===== src/core/otg_rx_pkg.sv =====
// Constants for the transceiver receive path and power control.
// Assumes a single 25 MHz system clock.
package otg_rx_pkg;
    localparam int unsigned CLK_MHZ = 25;
    localparam int unsigned RESET_PULSE_NS = 200;
    localparam int unsigned DIP_FILTER_US = 11;
    // Pulse width rounds down, at least one cycle
    localparam int unsigned RESET_PULSE_CYCLES_RAW = RESET_PULSE_NS * CLK_MHZ / 1000;
    localparam int unsigned RESET_PULSE_CYCLES =
        (RESET_PULSE_CYCLES_RAW < 1) ? 1 : RESET_PULSE_CYCLES_RAW;
    // Dip must exceed this many cycles before a new pulse
    localparam int unsigned DIP_CYCLES = DIP_FILTER_US * CLK_MHZ;
    localparam int unsigned CNT_W = 9;
    localparam logic [CNT_W-1:0] CNT_ZERO = 9'h000;
    localparam logic [CNT_W-1:0] CNT_ONE = 9'h001;
    localparam logic [6:0] BUS_ADDR_BASE = 7'h2C;
    localparam logic ADDR_BIT_RESET = 1'h0;
    localparam logic HOLD_RESET = 1'h0;
    localparam int unsigned BUF_DEPTH = 2;
    localparam int unsigned BUF_W = 3;
endpackage


===== src/core/otg_rx_power.sv =====
// Receive-side line decoding, power-on reset pulse and pump switch control.
// Line and supply-detect inputs are asynchronous and pass three flip-flops.
//
// Contract
// - Enable high, no suspend, single-data mode: receiver result on data and receive.
// - Enable high, no suspend, split mode: receiver result only on receive pin.
// - Single-data, no suspend: zero flag high only for both lines low.
// - Single-data, no suspend, equal lines: receive holds, data copies it.
// - Split mode: plus from DP, minus from DM; receive holds on equal lines.
// - Suspend powers receiver down; data follows DP, zero flag on SE0.
// - Internal active-high reset pulse, about 200 ns, when supply rises.
// - Reset starts low; delay stretches by one pulse width, then low.
// - Regenerate pulse after dips over 11 us; ignore shorter dips.
// - Latch address/switch pin level on rising edge of external reset.
// - Bus address is 2Ch for bit 0, 2Dh for bit 1.
// - Latched address bit is zero after power-on reset.
// - Pump switch active high for bit 0, active low for bit 1.
// - Pump switch driven only while its enable bit is 1.
// - Without external reset pulse, pump switch polarity is active high.
// - Power-down bit stops clocking and bias; zero means full operation.
// - No I/O supply with core supply: power down, driver tri-stated.
// - No core supply: stable digital outputs, bidirectional pins tri-stated.
// - Split mode, enable high: plus and minus carry single-ended receivers.
// - Single-data mode: data and zero flag pins used, receive also carries the receiver result.
`timescale 1ns/1ns
module otg_rx_power (
    input wire logic sys_clk_in,
    input wire logic rstn_in,
    input wire logic dp_in,
    input wire logic dm_in,
    input wire logic output_enable_in,
    input wire logic suspend_bit_in,
    input wire logic single_data_mode_bit_in,
    input wire logic power_down_bit_in,
    input wire logic pump_switch_enable_bit_in,
    input wire logic core_supply_ok_in,
    input wire logic io_supply_ok_in,
    input wire logic ext_reset_n_in,
    input wire logic addr_switch_pin_in,
    input wire logic rx_ready_in,
    output logic data_plus_pin_out,
    output logic data_plus_pin_oe_n_out,
    output logic zero_minus_pin_out,
    output logic zero_minus_pin_oe_n_out,
    output logic diff_receive_pin_out,
    output logic rx_valid_out,
    output logic rx_ready_out,
    output logic por_pulse_out,
    output logic [6:0] bus_address_out,
    output logic pump_switch_output_out,
    output logic pump_switch_output_oe_n_out,
    output logic tx_driver_enable_out,
    output logic bias_enable_out,
    output logic [2:0] pump_switch_dbg_out
);
    ////////////////////////////////////////////////////////////////////////////
    // Input synchronisers
    logic dp_s;
    logic dm_s;
    logic core_s;
    logic io_s;
    logic xrst_s;
    logic adr_s;

    sync_agree #(.IDLE_LEVEL(1'b0)) dp_sync_i (
        .sys_clk_in(sys_clk_in),
        .rstn_in(rstn_in),
        .async_in(dp_in),
        .level_out(dp_s)
    );

    sync_agree #(.IDLE_LEVEL(1'b0)) dm_sync_i (
        .sys_clk_in(sys_clk_in),
        .rstn_in(rstn_in),
        .async_in(dm_in),
        .level_out(dm_s)
    );

    sync_agree #(.IDLE_LEVEL(1'b0)) core_sync_i (
        .sys_clk_in(sys_clk_in),
        .rstn_in(rstn_in),
        .async_in(core_supply_ok_in),
        .level_out(core_s)
    );

    sync_agree #(.IDLE_LEVEL(1'b0)) io_sync_i (
        .sys_clk_in(sys_clk_in),
        .rstn_in(rstn_in),
        .async_in(io_supply_ok_in),
        .level_out(io_s)
    );

    // Reset pin idles high; a low start would fake a rising edge
    sync_agree #(.IDLE_LEVEL(1'b1)) xrst_sync_i (
        .sys_clk_in(sys_clk_in),
        .rstn_in(rstn_in),
        .async_in(ext_reset_n_in),
        .level_out(xrst_s)
    );

    sync_agree #(.IDLE_LEVEL(1'b0)) adr_sync_i (
        .sys_clk_in(sys_clk_in),
        .rstn_in(rstn_in),
        .async_in(addr_switch_pin_in),
        .level_out(adr_s)
    );

    ////////////////////////////////////////////////////////////////////////////
    // Power-on reset pulse with dip filter
    typedef enum logic [3:0] {
        POR_OFF = 4'b0001,
        POR_PULSE = 4'b0010,
        POR_RUN = 4'b0100,
        POR_DIP = 4'b1000
    } por_state_type;

    por_state_type por_state;
    por_state_type next_por_state;
    logic [otg_rx_pkg::CNT_W-1:0] por_cnt;
    logic [otg_rx_pkg::CNT_W-1:0] next_por_cnt;

    wire [otg_rx_pkg::CNT_W-1:0] pulse_last = 9'(otg_rx_pkg::RESET_PULSE_CYCLES - 1);
    wire [otg_rx_pkg::CNT_W-1:0] dip_last = 9'(otg_rx_pkg::DIP_CYCLES);

    always_comb begin
        next_por_state = por_state;
        next_por_cnt = por_cnt;
        unique case (por_state)
            POR_OFF: begin
                next_por_cnt = otg_rx_pkg::CNT_ZERO;
                if (core_s) next_por_state = POR_PULSE;
            end
            POR_PULSE: begin
                next_por_cnt = por_cnt + otg_rx_pkg::CNT_ONE;
                if (por_cnt >= pulse_last) begin
                    next_por_state = POR_RUN;
                    next_por_cnt = otg_rx_pkg::CNT_ZERO;
                end
            end
            POR_RUN: begin
                next_por_cnt = otg_rx_pkg::CNT_ZERO;
                if (!core_s) next_por_state = POR_DIP;
            end
            POR_DIP: begin
                next_por_cnt = por_cnt + otg_rx_pkg::CNT_ONE;
                if (core_s) begin
                    // Short dip ignored, long dip restarts the pulse
                    next_por_state = (por_cnt > dip_last) ? POR_PULSE : POR_RUN;
                    next_por_cnt = otg_rx_pkg::CNT_ZERO;
                end else if (por_cnt > dip_last) begin
                    next_por_cnt = por_cnt;
                end
            end
            default: begin
                next_por_state = POR_OFF;
                next_por_cnt = otg_rx_pkg::CNT_ZERO;
            end
        endcase
    end

    always_ff @(posedge sys_clk_in or negedge rstn_in) begin
        if (!rstn_in) begin
            por_state <= POR_OFF;
            por_cnt <= otg_rx_pkg::CNT_ZERO;
        end else begin
            por_state <= next_por_state;
            por_cnt <= next_por_cnt;
        end
    end

    wire por_active = (por_state == POR_PULSE);

    ////////////////////////////////////////////////////////////////////////////
    // Address bit latch and pump switch
    logic addr_bit;
    logic xrst_prev;
    wire xrst_rise = xrst_s & ~xrst_prev;

    always_ff @(posedge sys_clk_in or negedge rstn_in) begin
        if (!rstn_in) begin
            addr_bit <= otg_rx_pkg::ADDR_BIT_RESET;
            xrst_prev <= 1'b1;
        end else begin
            xrst_prev <= xrst_s;
            // Power-on reset wins over a latch in the same cycle
            if (por_active) addr_bit <= otg_rx_pkg::ADDR_BIT_RESET;
            else if (xrst_rise) addr_bit <= adr_s;
        end
    end

    wire core_up = core_s & ~por_active;
    wire io_up = io_s;
    wire full_run = core_up & io_up & ~power_down_bit_in;
    wire pump_level = ~addr_bit;
    wire pump_drive = pump_switch_enable_bit_in & core_up & io_up;

    ////////////////////////////////////////////////////////////////////////////
    // Receive decoding
    wire line_j = dp_s & ~dm_s;
    wire line_k = ~dp_s & dm_s;
    wire line_jk = line_j | line_k;
    wire line_se0 = ~dp_s & ~dm_s;
    wire rx_enabled = output_enable_in & ~suspend_bit_in & full_run;
    logic rcv_hold;

    always_ff @(posedge sys_clk_in or negedge rstn_in) begin
        if (!rstn_in) begin
            rcv_hold <= otg_rx_pkg::HOLD_RESET;
        end else if (rx_enabled && line_jk) begin
            rcv_hold <= dp_s;
        end
    end

    wire next_rcv = line_jk ? dp_s : rcv_hold;
    wire next_data_single = suspend_bit_in ? dp_s : next_rcv;
    wire next_data = single_data_mode_bit_in ? next_data_single : dp_s;
    wire next_zero = single_data_mode_bit_in ? line_se0 : dm_s;

    ////////////////////////////////////////////////////////////////////////////
    // Two-entry output buffer {data, zero, receive}
    logic [2:0] buf_mem [0:1];
    logic wr_ptr;
    logic rd_ptr;
    logic [1:0] buf_cnt;
    wire pins_on = output_enable_in & core_up & io_up;
    wire [2:0] rx_word = {next_data, next_zero, next_rcv};
    wire buf_in_valid = pins_on;
    wire buf_full = (buf_cnt == 2'(otg_rx_pkg::BUF_DEPTH));
    wire buf_empty = (buf_cnt == 2'h0);
    wire push = buf_in_valid & ~buf_full;
    wire pop = rx_ready_in & ~buf_empty;
    wire [2:0] buf_head = buf_mem[rd_ptr];

    always_ff @(posedge sys_clk_in or negedge rstn_in) begin
        if (!rstn_in) begin
            wr_ptr <= 1'b0;
            rd_ptr <= 1'b0;
            buf_cnt <= 2'h0;
            buf_mem[0] <= 3'h0;
            buf_mem[1] <= 3'h0;
        end else begin
            if (push) buf_mem[wr_ptr] <= rx_word;
            if (push) wr_ptr <= ~wr_ptr;
            if (pop) rd_ptr <= ~rd_ptr;
            buf_cnt <= buf_cnt + {1'b0, push} - {1'b0, pop};
        end
    end

    ////////////////////////////////////////////////////////////////////////////
    // Receive pins move only when a word is taken; isolate also drives the receive pin low
    always_ff @(posedge sys_clk_in or negedge rstn_in) begin
        if (!rstn_in) begin
            data_plus_pin_out <= 1'b0;
            zero_minus_pin_out <= 1'b0;
            diff_receive_pin_out <= 1'b0;
        end else begin
            if (pop) data_plus_pin_out <= buf_head[2];
            if (pop) zero_minus_pin_out <= buf_head[1];
            // Isolate drives the receive pin low
            if (!core_s) diff_receive_pin_out <= 1'b0;
            else if (pop) diff_receive_pin_out <= buf_head[0];
        end
    end

    // Status outputs follow their sources one cycle late
    always_ff @(posedge sys_clk_in or negedge rstn_in) begin
        if (!rstn_in) begin
            pump_switch_output_out <= 1'b0;
            por_pulse_out <= 1'b0;
        end else begin
            pump_switch_output_out <= pump_level;
            por_pulse_out <= por_active;
        end
    end

    assign rx_valid_out = ~buf_empty;
    assign rx_ready_out = ~buf_full;
    assign data_plus_pin_oe_n_out = ~pins_on;
    assign zero_minus_pin_oe_n_out = ~pins_on;
    assign pump_switch_output_oe_n_out = ~pump_drive;
    assign bus_address_out = otg_rx_pkg::BUS_ADDR_BASE | {6'h00, addr_bit};
    assign tx_driver_enable_out = full_run & ~output_enable_in;
    assign bias_enable_out = full_run;
    assign pump_switch_dbg_out = {pump_drive, pump_level, addr_bit};
endmodule // otg_rx_power

////////////////////////////////////////////////////////////////////////////////
// Three-flop synchroniser; a change counts once stages two and three agree
module sync_agree #(
    parameter logic IDLE_LEVEL = 1'b0
) (
    input wire logic sys_clk_in,
    input wire logic rstn_in,
    input wire logic async_in,
    output logic level_out
);
    logic [2:0] stages;

    always_ff @(posedge sys_clk_in or negedge rstn_in) begin
        if (!rstn_in) begin
            stages <= {3{IDLE_LEVEL}};
            level_out <= IDLE_LEVEL;
        end else begin
            stages <= {stages[1:0], async_in};
            if (stages[1] == stages[2]) level_out <= stages[2];
        end
    end
endmodule // sync_agree


===== config.mk =====
export PLATFORM = sky130hd
export DESIGN_NAME = otg_rx_power
export DESIGN_NICKNAME = d
export VERILOG_FILES = /design/src/core/otg_rx_pkg.sv /design/src/core/otg_rx_power.sv
export SDC_FILE = /design/constraint.sdc
export NUM_CORES = 1
export LEC_CHECK = 0
export BUFFER_PORTS_ARGS = -buffer_cell sky130_fd_sc_hd__buf_2
export CORE_AREA = 2 2 69 71
export CTS_CLUSTER_DIAMETER = 30
export DETAILED_ROUTE_END_ITERATION = 16
export DIE_AREA = 0 0 71 73
export HOLD_SLACK_MARGIN = 0.15
export PLACE_DENSITY = 0.72
export SLEW_MARGIN = 20
export SYNTH_ARGS = -nofsm -noshare
export SYNTH_HDL_FRONTEND = slang
export SYNTH_SLANG_ARGS = --single-unit

===== constraint.sdc =====
create_clock -name sys_clk_in -period 3.3 [get_ports sys_clk_in]
set_input_delay 0.165 -clock sys_clk_in [delete_from_list [all_inputs] [get_ports sys_clk_in]]
set_output_delay 0.165 -clock sys_clk_in [all_outputs]
set_load 0.01 [all_outputs]

==> impl_results.md <==
* Die width at 71 µm
* Area of the multi-input gates at 857.1 µm²
* Crit-path cells: nor4b_4, nor2_1, nand3_1, ha_1, inv_1, ha_1, xnor2_1, xnor2_1
* Final-report setup violation count at 0
* YS warnings at 0
* WL final at about 3800 µm
* Area after DPL at 2502 µm²
* CP max stage delay at between 500 and 600 ps
* Fmax at 461.1 MHz
* Leak at about 1.2 nW
* Crit path capture type: flip-flop
* Most common cell after layout, fill and taps aside: dfrtp_1
* Final period util at approximately 66%
* R2R Path Start: por_state[3]
* Slowest CP cell: nor4b_4
* Post-synthesis area per instance at 11.66 µm²
* Final #Nets at 255
* Crit path max-delay family: simple AND/OR/NAND/NOR gates
* Worst path buffer plus inverter count at 1
* FF+latch area at 1384 µm²
* Grt ovf at 0
* N_diodes at 0
* Initial antenna violation count at 0
* Crit path kind: reg2reg
* Clock-pin slew of the registers on the worst-case setup and hold paths at 90 ps
* Max cap viols at 0
* Mapped cell area at 2390 µm²
* Worst slew pin tran at approximately 520 ps
* Pwr per Cell Area at 667.9 nW/µm²
* Yosys reg bits at 55
* Number of global-route vias before repair at about 1,500
* TritonCTS clock tree: yes
* Port Buf Inserts at 29
* Worst VDD drop at roughly 0.00045 V
* Fin util at between 50 and 60%
* Worst path arrival time at between 2000 and 2500 ps
* DR WL met2 at 1892 µm
* Gr usage total at 15.93%
* DIE AREA at 5183 µm²
* Post-cts sizing count at 0
* Area delta synth->final at 12.25%
* Sequential area share after synthesis at about 58%
* TNS Setup at 0 ps
* Fin crit period at approximately 2200 ps
* Pre-CTS setup slack at roughly 1100 ps
* Final antenna-violating net count at 0
* Outcome: completed
* Hold Fails Final Rpt at 0
* Root buffer cell: clkbuf_8
* Vias at 1,496
* Hold Startpoint: suspend_bit_in
* Hold crit path type: in2reg
* TritonRoute pass-1 iters at 4
* Routed length on met1 at about 1700 µm
* Slew HR at about two thirds
* Initial core utilization at 52.69%
* Global-route wire length before repair at 6465 µm
* Post-synth cell types at 41
* Clock buffer depth at 2
* CP Launch Type: flip-flop
* 1st-iter DRT viols at 53
* Slack of the worst reg-to-reg path at approximately 1100 ps
* Layout cells sized above 1 at 24.47%
* Worst-Skew Late Latency at ~300 ps
* Critical path required time at 3530 ps
* Core area at about 4500 µm²
* Non-Filler Instances at about 290
* Largest net degree at the start of global routing at 33
* Most frequent cells in the layout: dfrtp_1, buf_2, nand2_1
* Cell Rows at 25
* RSZ-0062 raised after global routing: false
* Setup Skew at slightly below 6 ps
* Met3 Wirelength at between 150 and 200 µm
* Fill cell count at 362
* Vias per std cell at between 5 and 6
* Final Cell Area at between 2000 and 3000 µm²
* Die height at between 70 and 80 µm
* WHS at about 230 ps
* Max Used Layer: met4
* CP Max Fanout at 8
* Setup WS post-layout at ~1100 ps
* Htree depth at 2
* Mapped Cells at 205
* Overall power at roughly 1.8 mW
* RD Place Congestion at about 0.83
* Clk sinks at 55
* Routed WL per cell at roughly 13 µm
* # placed instances at 276
* CTS Buf Count at 5
* Crit. Startpoint: por_state[3]
* Slew Viols, Final at 0
* Top Ports at 36
* DRC viols at 0
* Final HPWL DP at 2836 µm
## where the power goes
group	leakage [nW]	switching, mW	total [mW]	internal [mW]
Combinational	0.493	0.216	0.437	0.221
Sequential	0.674	0.113	0.924	0.811
Clock	0.0514	0.205	0.431	0.226
## Yosys cell counts, drive strengths merged
library cell  count  area share (%)
o2111ai           1            0.37
ha                5             2.6
or2               2            0.63
a31oi             1            0.26
o21ai            14             2.9
dfrtp            49              51
nor2b             2            0.52
nor4b             1            0.99
a21oi             7             1.5
nand4             1            0.26
conb              2            0.31
mux2i             4             1.7
dfstp             6             6.6
clkbuf            1            0.16
nand2            15             2.4
xnor2             4             1.5
nand3             8             1.9
buf              16             5.0
nor2             13             2.0
or3               1            0.26
maj3              6             2.5
nor3b             3            0.94
xor2              5             1.8
mux2              9             4.2
a2bb2oi           1            0.37
nand2b            3            0.79
nor4              2            0.52
and3              2            0.52
o31ai             2             1.2
nor3              3            0.63
a31o              1            0.37
nand4b            2            0.73
inv              11             1.7
and2              2            0.52
## layer usage
layer | track usage [%] | up-vias
met2 | 28.04 | 29
met5 | 0 | -
met1 | 18.80 | 728
li1 | - | 732
met3 | 5.249 | 7
met4 | 4.403 | 0
## registers in the layout, summed over array words and instances (netlist names), 2 cells and up
name,count
io_sync_i.stages,3
buf_cnt,2
por_state,4
xrst_sync_i.stages,3
por_cnt,9
buf_mem,6
adr_sync_i.stages,3
core_sync_i.stages,3
dp_sync_i.stages,3
dm_sync_i.stages,3
## worst min-delay path, stage by stage
cell      delay (ps)
buf_2             80
nand4b_1         100
mux2_2           150
## layout make-up
class | count | area share [%]
multi-input combinational | 126 | 31.95
inverter | 11 | 1.539
tap | 54 | 2.519
sequential | 55 | 51.59
timing repair buffer | 37 | 8.302
clock buffer | 6 | 2.705
clock inverter | 2 | 1.399
## path summary, 6_finish.rpt
path,end,cells past startpoint
setup / recovery,buf_cnt[1],8
hold / removal,rcv_hold,3
setup reg to reg,buf_cnt[1],8
hold reg to reg,io_sync_i.stages[1],0
max in group asynchronous,por_state[0],3
min in group asynchronous,por_cnt[3],2
## kinds of logic (layout without fill, tap and decap cells)
logic type	Yosys count	count (layout)	synth area share, %
AOI/OAI and AO/OA	27	27	6.964
xor gates and xnor gates	9	9	3.298
adders and majority gates	11	11	5.131
buffers and inverters	28	56	6.858
DFF	55	55	57.91
and+or+nand+nor	60	60	13.61
muxes	13	13	5.916
other	2	6	0.3143
## what timing repair did
item,in CTS,in global routing
setup buffers,0,0
hold buffers,7,0
endpoints found under the hold margin,24,0
Power figures use the tool's default switching activity.
